File: src/design/bdpg_pkg.sv
/*
 * Shared constants for the converter voltage-scaling, external clock sync
 * and power-good control block. Assumes a 200 MHz main clock.
 */
package bdpg_pkg;
    // ---------------------------------------------------------------
    // clock and timing
    // ---------------------------------------------------------------
    localparam int CLK_MHZ = 200;
    localparam int CLK_KHZ = CLK_MHZ * 1000;
    localparam int STEP0_NS = 1330;
    localparam int STEP1_NS = 2670;
    localparam int STEP2_NS = 5330;
    localparam int STEP3_NS = 10670;
    // least times, rounded up to whole cycles
    localparam int STEP0_CYC = (STEP0_NS * CLK_MHZ + 999) / 1000;
    localparam int STEP1_CYC = (STEP1_NS * CLK_MHZ + 999) / 1000;
    localparam int STEP2_CYC = (STEP2_NS * CLK_MHZ + 999) / 1000;
    localparam int STEP3_CYC = (STEP3_NS * CLK_MHZ + 999) / 1000;
    localparam int STEP_CW = 12;
    localparam int MS_CYC = CLK_KHZ;
    // ---------------------------------------------------------------
    // voltage code mapping
    // ---------------------------------------------------------------
    localparam int VCODE_BASE_MV = 600;
    localparam int VCODE_STEP_UV = 12500;
    localparam int VCODE_W = 8;
    // ---------------------------------------------------------------
    // external clock window: 3 MHz +/- 15 %
    // ---------------------------------------------------------------
    localparam int SYNC_F_KHZ = 3000;
    localparam int SYNC_TOL_PCT = 15;
    localparam int SYNC_PER_MIN = (CLK_KHZ * 100 + SYNC_F_KHZ
        * (100 + SYNC_TOL_PCT) - 1) / (SYNC_F_KHZ * (100 + SYNC_TOL_PCT));
    localparam int SYNC_PER_MAX = (CLK_KHZ * 100)
        / (SYNC_F_KHZ * (100 - SYNC_TOL_PCT));
    localparam int SYNC_DIV_W = 5;
    localparam int SYNC_DIV_LSB = 0;
    localparam int SYNC_AUTO_BIT = 5;
    localparam int SYNC_EN_BIT = 6;
    localparam int SYNC_CFG_W = 7;
    // ---------------------------------------------------------------
    // power-good assignment and delay
    // ---------------------------------------------------------------
    localparam int NCH = 5;
    localparam int PGA_RST_BIT = 5;
    localparam int PGA_DVS_BIT = 6;
    localparam int PGA_W = 7;
    localparam int PGD_W = 10;
    localparam logic [8*PGD_W-1:0] PGD_TABLE_DEF = {10'h200, 10'h080,
        10'h040, 10'h020, 10'h010, 10'h008, 10'h002, 10'h000};
    // ---------------------------------------------------------------
    // reset values
    // ---------------------------------------------------------------
    localparam logic [1:0] RAMP_RST = 2'h0;
    localparam logic [2:0] PGD_RST = 3'h4;
    localparam logic [PGA_W-1:0] PGA_RST = 7'h01;
    localparam logic [VCODE_W-1:0] VPRIM_RST = 8'h30;
    localparam logic [VCODE_W-1:0] VALT_RST = 8'h18;
    localparam logic [SYNC_CFG_W-1:0] SYNC_RST = 7'h00;
    // ---------------------------------------------------------------
    // states
    // ---------------------------------------------------------------
    typedef enum logic {BDPG_RAMP_IDLE, BDPG_RAMP_UP} bdpg_ramp_e;
    typedef enum logic [1:0] {BDPG_PG_LOW, BDPG_PG_WAIT,
        BDPG_PG_REL} bdpg_pg_e;
endpackage

File: src/design/bdpg_clk_check.sv
/*
 * Divides the synchronised external clock edges and checks the divided
 * period against the valid window. Assumes i_edge is a one-cycle pulse
 * per external rising edge, already in the i_mclk domain.
 */
`timescale 1ns/1ps
module bdpg_clk_check #(
    parameter int PER_MIN = bdpg_pkg::SYNC_PER_MIN,
    parameter int PER_MAX = bdpg_pkg::SYNC_PER_MAX,
    parameter int CW = 8
) (
    input wire logic i_mclk,
    input wire logic i_rst_n,
    input wire logic i_edge,
    input wire logic i_enable,
    input wire logic [bdpg_pkg::SYNC_DIV_W-1:0] i_div,
    output logic o_valid
);
    import bdpg_pkg::*;

    logic [SYNC_DIV_W-1:0] cnt_q;
    logic [CW-1:0] per_q;
    logic armed_q;

    // a divider of zero behaves as one
    wire [SYNC_DIV_W-1:0] div_last = (i_div == '0) ? '0 : i_div - 1'b1;
    wire div_tick = i_edge && (cnt_q >= div_last);
    wire [CW-1:0] per_len = per_q + 1'b1;
    wire per_ok = (per_len >= CW'(PER_MIN)) && (per_len <= CW'(PER_MAX));
    wire per_over = per_q > CW'(PER_MAX);

    always_ff @(posedge i_mclk or negedge i_rst_n) begin
        if (!i_rst_n) begin
            cnt_q <= '0;
            per_q <= '0;
            armed_q <= 1'b0;
            o_valid <= 1'b0;
        end else if (!i_enable) begin
            cnt_q <= '0;
            per_q <= '0;
            armed_q <= 1'b0;
            o_valid <= 1'b0;
        end else begin
            if (i_edge) begin
                cnt_q <= div_tick ? '0 : cnt_q + 1'b1;
            end
            if (div_tick) begin
                // first divided edge only starts the measurement
                armed_q <= 1'b1;
                per_q <= '0;
                o_valid <= armed_q && per_ok;
            end else if (per_over) begin
                // clock stopped or too slow: drop validity at once
                o_valid <= 1'b0;
            end else begin
                per_q <= per_q + 1'b1;
            end
        end
    end
endmodule

File: src/design/bdpg_ctrl.sv
/*
 * Converter control: dynamic voltage scaling ramp, external clock sync
 * selection and open-drain power-good generation.
 * Assumes register writes arrive as one-cycle strobes from the host
 * register logic on i_mclk, and that pins and analogue comparator flags
 * are asynchronous.
 */
// Summary of operation
// - select bit 0 targets primary setting, 1 targets alternate setting.
// - rising target raises reference one 12.5 mV code per step period.
// - step period code selects 1.33, 2.67, 5.33 or 10.67 us.
// - falling target takes the new code at once, no stepping.
// - transition starts on select toggle or rewrite of selected setting.
// - during power-up the external clock is ignored, internal used.
// - divide external clock; valid only within 3 MHz plus minus 15%.
// - auto tracking uses divided clock whenever valid, else internal.
// - manual mode uses divided clock only if valid and enabled.
// - manual mode clears enable bit when divided clock turns invalid.
// - flags report external clock valid and working clock choice.
// - channel power-good high when off, low on enable, high at target.
// - running channel drops below 90%, recovers above 95%.
// - power-good is AND of all assigned channel signals.
// - after reset only the converter channel is assigned.
// - assigned reset signal holds power-good low during power-up.
// - assigned scaling signal holds power-good low while ramping up.
// - power-good pin only pulls low or floats, never drives high.
// - programmable 0 to 512 ms release delay, default 32 ms.
// - shutdown pulls power-good low and releases interrupt pin.
// - clock valid and working clock changes raise an event both ways.
`timescale 1ns/1ps
module bdpg_ctrl #(
    parameter int MS_CYC = bdpg_pkg::MS_CYC,
    parameter logic [8*bdpg_pkg::PGD_W-1:0] PGD_TABLE =
        bdpg_pkg::PGD_TABLE_DEF
) (
    input wire logic i_mclk,
    input wire logic i_rst_n,
    input wire logic i_hardware_enable_pin,
    input wire logic i_sync_pin,
    input wire logic i_seq_busy,
    input wire logic i_dcdc_starting,
    input wire logic i_time_wr,
    input wire logic i_vsel,
    input wire logic [1:0] i_ramp_period,
    input wire logic [2:0] i_pg_delay,
    input wire logic i_vprim_wr,
    input wire logic [bdpg_pkg::VCODE_W-1:0] i_vprim,
    input wire logic i_valt_wr,
    input wire logic [bdpg_pkg::VCODE_W-1:0] i_valt,
    input wire logic i_sync_wr,
    input wire logic [bdpg_pkg::SYNC_CFG_W-1:0] i_sync_cfg,
    input wire logic i_pga_wr,
    input wire logic [bdpg_pkg::PGA_W-1:0] i_pga,
    input wire logic [bdpg_pkg::NCH-1:0] i_ch_en,
    input wire logic [bdpg_pkg::NCH-1:0] i_ch_at_target,
    input wire logic [bdpg_pkg::NCH-1:0] i_ch_below90,
    input wire logic [bdpg_pkg::NCH-1:0] i_ch_above95,
    output logic [bdpg_pkg::VCODE_W-1:0] o_vref_code,
    output logic o_dvs_ramping,
    output logic o_ext_clk_valid,
    output logic o_use_ext_clk,
    output logic o_clk_evt,
    output logic o_sync_en,
    output logic [bdpg_pkg::NCH-1:0] o_ch_pg,
    output logic o_pg_o,
    output logic o_pg_oe,
    output logic o_int_release,
    output logic o_supplies_off
);
    import bdpg_pkg::*;

    localparam int SW = 2 + 3 * NCH;
    localparam int MSW = $clog2(MS_CYC + 1);

    // ---------------------------------------------------------------
    // input synchronisers
    // ---------------------------------------------------------------
    logic [SW-1:0] meta_q;
    logic [SW-1:0] sync_q;
    logic sync_prev_q;
    always_ff @(posedge i_mclk or negedge i_rst_n) begin
        if (!i_rst_n) begin
            meta_q <= '0;
            sync_q <= '0;
            sync_prev_q <= 1'b0;
        end else begin
            meta_q <= {i_hardware_enable_pin, i_sync_pin, i_ch_at_target, i_ch_below90,
                i_ch_above95};
            sync_q <= meta_q;
            sync_prev_q <= sync_q[SW-2];
        end
    end
    wire hardware_enable_pin_s = sync_q[SW-1];
    wire sync_s = sync_q[SW-2];
    wire [NCH-1:0] at_tgt_s = sync_q[3*NCH-1:2*NCH];
    wire [NCH-1:0] below_s = sync_q[2*NCH-1:NCH];
    wire [NCH-1:0] above_s = sync_q[NCH-1:0];
    // external clock must stay below half of i_mclk to be seen
    wire sync_edge = sync_s && !sync_prev_q;

    // ---------------------------------------------------------------
    // configuration registers
    // ---------------------------------------------------------------
    logic vsel_q;
    logic [1:0] ramp_per_q;
    logic [2:0] pgd_q;
    logic [VCODE_W-1:0] vprim_q;
    logic [VCODE_W-1:0] valt_q;
    logic [SYNC_DIV_W-1:0] sdiv_q;
    logic sauto_q;
    logic [PGA_W-1:0] pga_q;
    always_ff @(posedge i_mclk or negedge i_rst_n) begin
        if (!i_rst_n) begin
            vsel_q <= 1'b0;
            ramp_per_q <= RAMP_RST;
            pgd_q <= PGD_RST;
            vprim_q <= VPRIM_RST;
            valt_q <= VALT_RST;
            sdiv_q <= SYNC_RST[SYNC_DIV_LSB +: SYNC_DIV_W];
            sauto_q <= SYNC_RST[SYNC_AUTO_BIT];
            pga_q <= PGA_RST;
        end else begin
            if (i_time_wr) begin
                vsel_q <= i_vsel;
                ramp_per_q <= i_ramp_period;
                pgd_q <= i_pg_delay;
            end
            if (i_vprim_wr) vprim_q <= i_vprim;
            if (i_valt_wr) valt_q <= i_valt;
            if (i_sync_wr) begin
                sdiv_q <= i_sync_cfg[SYNC_DIV_LSB +: SYNC_DIV_W];
                sauto_q <= i_sync_cfg[SYNC_AUTO_BIT];
            end
            if (i_pga_wr) pga_q <= i_pga;
        end
    end

    // ---------------------------------------------------------------
    // voltage scaling ramp
    // ---------------------------------------------------------------
    wire vsel_nx = i_time_wr ? i_vsel : vsel_q;
    wire [VCODE_W-1:0] vprim_nx = i_vprim_wr ? i_vprim : vprim_q;
    wire [VCODE_W-1:0] valt_nx = i_valt_wr ? i_valt : valt_q;
    wire dvs_trig = (i_time_wr && (i_vsel != vsel_q))
        || (i_vprim_wr && !vsel_nx) || (i_valt_wr && vsel_nx);
    wire [VCODE_W-1:0] tgt_nx = vsel_nx ? valt_nx : vprim_nx;
    wire [STEP_CW-1:0] step_cyc = (ramp_per_q == 2'h0) ? STEP_CW'(STEP0_CYC)
        : (ramp_per_q == 2'h1) ? STEP_CW'(STEP1_CYC)
        : (ramp_per_q == 2'h2) ? STEP_CW'(STEP2_CYC)
        : STEP_CW'(STEP3_CYC);

    bdpg_ramp_e ramp_q;
    logic start_q;
    logic [VCODE_W-1:0] tgt_q;
    logic [VCODE_W-1:0] ref_q;
    logic [STEP_CW-1:0] step_q;
    wire step_tick = (ramp_q == BDPG_RAMP_UP)
        && (step_q == step_cyc - 1'b1);
    wire [VCODE_W-1:0] ref_inc = ref_q + 1'b1;

    always_ff @(posedge i_mclk or negedge i_rst_n) begin
        if (!i_rst_n) begin
            start_q <= 1'b0;
            tgt_q <= VPRIM_RST;
        end else begin
            start_q <= dvs_trig;
            if (dvs_trig) tgt_q <= tgt_nx;
        end
    end

    always_ff @(posedge i_mclk or negedge i_rst_n) begin
        if (!i_rst_n) begin
            ramp_q <= BDPG_RAMP_IDLE;
            ref_q <= VPRIM_RST;
            step_q <= '0;
        end else if (start_q) begin
            // a new target during a ramp restarts from the present code
            step_q <= '0;
            if (tgt_q > ref_q) begin
                ramp_q <= BDPG_RAMP_UP;
            end else begin
                ramp_q <= BDPG_RAMP_IDLE;
                ref_q <= tgt_q;
            end
        end else begin
            case (ramp_q)
                BDPG_RAMP_UP: begin
                    step_q <= step_tick ? '0 : step_q + 1'b1;
                    if (step_tick) begin
                        ref_q <= ref_inc;
                        if (ref_inc == tgt_q) begin
                            ramp_q <= BDPG_RAMP_IDLE;
                        end
                    end
                end
                default: step_q <= '0;
            endcase
        end
    end
    assign o_vref_code = ref_q;
    assign o_dvs_ramping = (ramp_q == BDPG_RAMP_UP);

    // ---------------------------------------------------------------
    // external clock sync
    // ---------------------------------------------------------------
    wire startup = i_seq_busy || i_dcdc_starting;
    logic chk_valid;
    logic valid_q;
    logic use_q;
    logic en_q;
    logic evt_q;

    bdpg_clk_check u_chk (
        .i_mclk(i_mclk),
        .i_rst_n(i_rst_n),
        .i_edge(sync_edge),
        .i_enable(!startup),
        .i_div(sdiv_q),
        .o_valid(chk_valid)
    );

    wire valid_fall = valid_q && !chk_valid;
    wire use_d = !startup && chk_valid && (sauto_q || en_q);

    always_ff @(posedge i_mclk or negedge i_rst_n) begin
        if (!i_rst_n) begin
            en_q <= SYNC_RST[SYNC_EN_BIT];
            valid_q <= 1'b0;
            use_q <= 1'b0;
            evt_q <= 1'b0;
        end else begin
            if (i_sync_wr) begin
                en_q <= i_sync_cfg[SYNC_EN_BIT];
            end else if (!sauto_q && valid_fall) begin
                en_q <= 1'b0;
            end
            valid_q <= chk_valid;
            use_q <= use_d;
            evt_q <= (chk_valid != valid_q) || (use_d != use_q);
        end
    end
    assign o_ext_clk_valid = valid_q;
    assign o_use_ext_clk = use_q;
    assign o_clk_evt = evt_q;
    assign o_sync_en = en_q;

    // ---------------------------------------------------------------
    // per-channel power good
    // ---------------------------------------------------------------
    logic [NCH-1:0] pg_q;
    logic [NCH-1:0] est_q;
    logic [NCH-1:0] en_prev_q;
    for (genvar c = 0; c < NCH; c++) begin : g_ch
        always_ff @(posedge i_mclk or negedge i_rst_n) begin
            if (!i_rst_n) begin
                pg_q[c] <= 1'b1;
                est_q[c] <= 1'b0;
                en_prev_q[c] <= 1'b0;
            end else begin
                en_prev_q[c] <= i_ch_en[c];
                if (!i_ch_en[c]) begin
                    pg_q[c] <= 1'b1;
                    est_q[c] <= 1'b0;
                end else if (!en_prev_q[c]) begin
                    pg_q[c] <= 1'b0;
                end else if (!est_q[c]) begin
                    pg_q[c] <= at_tgt_s[c];
                    est_q[c] <= at_tgt_s[c];
                end else if (pg_q[c] && below_s[c]) begin
                    pg_q[c] <= 1'b0;
                end else if (!pg_q[c] && above_s[c]) begin
                    pg_q[c] <= 1'b1;
                end
            end
        end
    end
    assign o_ch_pg = pg_q;

    // ---------------------------------------------------------------
    // power-good pin
    // ---------------------------------------------------------------
    wire and_ok = (&(pg_q | ~pga_q[NCH-1:0]))
        && !(pga_q[PGA_RST_BIT] && i_seq_busy)
        && !(pga_q[PGA_DVS_BIT] && o_dvs_ramping)
        && hardware_enable_pin_s;
    wire [PGD_W-1:0] dly_ms =
        PGD_TABLE[32'(pgd_q) * PGD_W +: PGD_W];

    bdpg_pg_e pgs_q;
    bdpg_pg_e pgs_d;
    logic [MSW-1:0] pre_q;
    logic [PGD_W-1:0] ms_q;
    logic pg_oe_q;
    logic int_rel_q;
    wire ms_tick = (pre_q == MSW'(MS_CYC - 1));
    wire dly_done = ms_tick && (ms_q + 1'b1 >= dly_ms);

    always_comb begin
        pgs_d = pgs_q;
        case (pgs_q)
            BDPG_PG_LOW: begin
                if (and_ok) begin
                    pgs_d = (dly_ms == '0) ? BDPG_PG_REL : BDPG_PG_WAIT;
                end
            end
            BDPG_PG_WAIT: begin
                if (!and_ok) pgs_d = BDPG_PG_LOW;
                else if (dly_done) pgs_d = BDPG_PG_REL;
            end
            default: begin
                if (!and_ok) pgs_d = BDPG_PG_LOW;
            end
        endcase
    end

    always_ff @(posedge i_mclk or negedge i_rst_n) begin
        if (!i_rst_n) begin
            pgs_q <= BDPG_PG_LOW;
            pre_q <= '0;
            ms_q <= '0;
            pg_oe_q <= 1'b1;
            int_rel_q <= 1'b1;
        end else begin
            pgs_q <= pgs_d;
            if (pgs_d != BDPG_PG_WAIT || pgs_q != BDPG_PG_WAIT) begin
                pre_q <= '0;
                ms_q <= '0;
            end else if (ms_tick) begin
                pre_q <= '0;
                ms_q <= ms_q + 1'b1;
            end else begin
                pre_q <= pre_q + 1'b1;
            end
            pg_oe_q <= (pgs_d != BDPG_PG_REL);
            int_rel_q <= !hardware_enable_pin_s;
        end
    end
    // the pin is never driven high, only pulled low or floated
    assign o_pg_o = 1'b0;
    assign o_pg_oe = pg_oe_q;
    assign o_int_release = int_rel_q;
    assign o_supplies_off = int_rel_q;
endmodule

File: config.mk
export PLATFORM = sky130hd
export DESIGN_NAME = bdpg_ctrl
export DESIGN_NICKNAME = d
export VERILOG_FILES = /design/src/design/bdpg_pkg.sv /design/src/design/bdpg_clk_check.sv /design/src/design/bdpg_ctrl.sv
export SDC_FILE = /design/constraint.sdc
export NUM_CORES = 1
export LEC_CHECK = 0
export ABC_CLOCK_PERIOD_IN_PS = 2600
export BUFFER_PORTS_ARGS = -buffer_cell sky130_fd_sc_hd__buf_2
export CELL_PAD_IN_SITES_DETAIL_PLACEMENT = 1
export CELL_PAD_IN_SITES_GLOBAL_PLACEMENT = 2
export CORE_ASPECT_RATIO = 1.25
export CORE_MARGIN = 4
export CORE_UTILIZATION = 39
export DETAILED_ROUTE_END_ITERATION = 8
export PLACE_DENSITY_LB_ADDON = 0.2
export SETUP_SLACK_MARGIN = 0.5
export SLEW_MARGIN = 40
export SYNTH_ARGS = -nofsm -noshare
export SYNTH_HDL_FRONTEND = slang
export SYNTH_HIERARCHICAL = 1
export SYNTH_SLANG_ARGS = --single-unit
File: constraint.sdc
create_clock -name i_mclk -period 2.6 [get_ports i_mclk]
set_input_delay 0.39 -clock i_mclk [delete_from_list [all_inputs] [get_ports i_mclk]]
set_output_delay 0.39 -clock i_mclk [all_outputs]
set_load 0.03 [all_outputs]
==> flow_metrics.py <==
metrics = {
    "run_status": {
        "status": "finished, final reports clean",
    },
    "sta": {
        "post-route-min-period_ps": 2430,
        "hold_viol": 0,
        "fmax_mhz": 412,
        "grt_setup_unrepaired": "true",
        "skew_ps": 8.89,
        "setup_violations": 0,
        "finalCritPeriodShare_pct": 93.3,
        "slew_violations": 0,
        "relSlewSlack_pct": 50.9,
        "tightest_slew_ps": 734,
        "fin_ws_ps": 175,
        "tns_ps": 0,
    },
    "placement": {
        "place_congestion": 0.812,
        "dp_slack_ps": 114,
        "dp_cells": 1082,
        "port_buffers": 87,
        "hpwlAfterDp_microns": 14800,
    },
    "floorplanning": {
        "die_h_microns": 168,
        "dieArea_sq_um": 23000,
        "io_pins": 89,
        "dieWidth_microns": 136,
        "start_util_pct": 39.8,
        "core_area_sq_um": 20200,
        "rows": 58,
    },
    "critical_path": {
        "arrival_ps": 2780,
        "end_kind": "register",
        "crit_chain": "ha_4, nand3_4, xnor2_2, ha_1, a21oi_2, nor2b_1, o311a_1, o211ai_1, nand3_2, nor2_2",
        "r2r_cells": 10,
        "slowest_delay_ps": 430,
        "cp_max_fo": 5,
        "startpoint_type": "register",
        "crit_required_ps": 2950,
        "crit_start": "ms_q[0]",
        "rrSetupSlack_ps": 170,
        "rr_startpoint": "ms_q[0]",
        "r2r_end": "ms_q[4]",
        "cp_slowest_cell": "dfrtp_2",
        "critPathKind": "reg2reg",
    },
    "routing": {
        "drc_errors": 0,
        "drtIter0Drc": 218,
        "postRouteAntennaNets": 0,
        "wl_per_cell_microns": 18.0,
        "vias_per_cell": 5.17,
        "dr.pass1.iters": 4,
        "num_vias": 5896,
        "wirelength_microns": 20500,
    },
    "cts": {
        "path_clk_slew_ps": 80,
        "clock_path_buffers": 2,
        "insertion_delay_ps": 430,
        "cts_tree": "yes",
        "clock-root-buffer": "clkbuf_16",
        "clock-sinks": 166,
        "numCtsBuffers": 17,
        "cts_max_level": 4,
    },
    "global_routing": {
        "grt_overflow_total": 0,
        "grt_pass1_vias": 6755,
        "antenna_found_initial": 1,
        "grt_max_degree": 60,
        "grt_usage_pct": 18.7,
        "grt_first_pass_wirelength_microns": 34100,
    },
    "synth": {
        "synth_top_cell_by_area": "dfrtp_1",
        "synth_cell_types": 72,
        "yosysWarnings": 6,
        "synth_top_area_share_pct": 46.4,
        "ys_seq_elements": 166,
        "syn_avg_cell_area_sq_um": 10.8,
        "synthArstFlopShare_pct": 100,
        "syn_area_sq_um": 8030,
        "ys_top_cells_by_area": "dfrtp_1, mux2_2, dfstp_2",
        "synth_edf_count": 0,
        "synth_cells": 741,
        "ys_seq_area_share_pct": 52.0,
        "syn_nets": 840,
        "synthFlopType": "dfrtp_1",
    },
    "layout": {
        "drive_gt1_share_pct": 35.2,
        "nFillCells": 2222,
        "fin_cells": 1141,
        "nets": 957,
        "syn2layout_area_growth_pct": 24.7,
        "num_antenna_cells": 0,
    },
    "worst_hold_path": {
        "worstHoldPathCells": 1,
        "min_to": "meta_q[0]",
        "min_path_type": "in2reg",
        "hp-start": "i_ch_above95[0]",
    },
    "pwr": {
        "power.density_nw_per_um2": 758,
        "peakVddDrop_uv": 468,
        "p_leak_uw": 0.00426,
        "power_uw": 7600,
    },
    "flow_run": {
        "max_cap_violations": 0,
    },
}
-- Yosys cell counts, types with 4 or more instances --
| library cell | n |
|---|---|
| a21oi_1 | 20 |
| a31oi_1 | 4 |
| and3_1 | 10 |
| buf_2 | 8 |
| clkbuf_1 | 13 |
| dfrtp_1 | 149 |
| dfstp_2 | 17 |
| ha_1 | 32 |
| inv_1 | 39 |
| mux2_2 | 41 |
| mux2i_1 | 11 |
| nand2_1 | 56 |
| nand2b_1 | 10 |
| nand3_1 | 30 |
| nand4_1 | 17 |
| nand4b_1 | 4 |
| nor2_1 | 77 |
| nor2b_1 | 14 |
| nor3_1 | 9 |
| nor4_1 | 5 |
| o211ai_1 | 13 |
| o21ai_0 | 21 |
| o22ai_1 | 5 |
| xnor2_1 | 36 |
| xor2_1 | 28 |
-- critical path: cells and delay by family, from the launching register on --
kind,cells,cell delay [ps]
adder cells (fa/ha/maj),2,500
AND/OR/NAND/NOR,4,550
XOR/XNOR,1,160
AO/OA/AOI/OAI,3,710
flip-flops,1,430
-- area by class of cell --
type	instances	area (sq um)	share of cell area, %
sequential	166	4190	41.8
clock buffer	17	425	4.25
timing repair buffer	123	734	7.33
multi-input combinational	510	3970	39.6
inverter	40	153	1.52
tap	270	338	3.37
clock inverter	15	209	2.09
-- through the flow --
stage / utilization [%] / hold slack [ps] / instance area [sq um]
finish: 49.7 / 59.7 / 10000
global route: 49.7 / 36.8 / 10000
CTS: 48.7 / 36.5 / 9820
detailed placement: 44.3 / 336 / 8930
global placement: 44.3 / 335 / 8930
floorplan: - / 94.4 / 8230
-- how the worst max path moves through the flow --
stage	endpoint	slack, ps	cells past startpoint
finish	ms_q[4]	170	10
global route	ms_q[4]	-1	10
CTS	ms_q[6]	190	10
detailed placement	ms_q[4]	110	10
global placement	ms_q[1]	260	10
floorplan	o_vref_code[7]	270	10
-- sequential cells by signal, indices dropped and copies added (netlist names), 2 cells and up --
register / flops
pga_q: 7
ms_q: 10
valt_q: 8
o_ch_pg: 5
step_q: 12
est_q: 5
sdiv_q: 5
pgd_q: 3
ramp_per_q: 2
u_chk/cnt_q: 5
en_prev_q: 5
pre_q: 18
sync_q: 17
tgt_q: 8
o_vref_code: 8
vprim_q: 8
pgs_q: 2
u_chk/per_q: 8
meta_q: 17
-- per-layer routing --
| metal | wire (microns) | global-route usage, % | up-vias |
|---|---|---|---|
| met5 | 7 | 0 | - |
| met2 | 11500 | 34.8 | 97 |
| met4 | 332 | 5.87 | 2 |
| li1 | - | - | 2796 |
| met3 | 575 | 3.53 | 26 |
| met1 | 8160 | 21.5 | 2975 |
-- cell usage in the layout, fill, tap and decap left out, types with 18 or more instances in the layout --
| cell | synthesis | final |
|---|---|---|
| buf_2 | 8 | 86 |
| buf_4 | 3 | 32 |
| dfrtp_1 | 149 | 140 |
| ha_1 | 32 | 24 |
| inv_1 | 39 | 35 |
| mux2_2 | 41 | 41 |
| nand2_1 | 56 | 53 |
| nand3_1 | 30 | 21 |
| nor2_1 | 77 | 60 |
| o21ai_0 | 21 | 18 |
| xnor2_1 | 36 | 34 |
| xor2_1 | 28 | 28 |
-- power breakdown --
group	switching [uW]	internal, uW
sequential	282	2840
combinational	1020	779
clock	1200	1490
-- timing repair --
| item | 4_1_cts | 5_1_grt |
|---|---|---|
| cloned | 3 | 0 |
| endpoints found under the setup margin | 54 | 66 |
| pin swaps | 17 | 22 |
| hold endpoints to repair | 34 | 0 |
| resized for setup | 37 | 32 |
| hold buffers | 1 | 0 |
| setup buffers | 12 | 11 |
-- kinds of logic after synthesis --
logic type / count (synthesis) / share of synthesized area [%]
AND/OR/NAND/NOR: 263 / 16.8
flip-flops: 166 / 52.0
AO/OA/AOI/OAI: 95 / 8.43
buffers and inverters: 68 / 3.65
XOR/XNOR: 64 / 6.98
multiplexers: 52 / 7.12
adder cells (fa/ha/maj): 32 / 4.99
other: 1 / 0.0467
No activity file was read; power rests on OpenSTA's default activity.
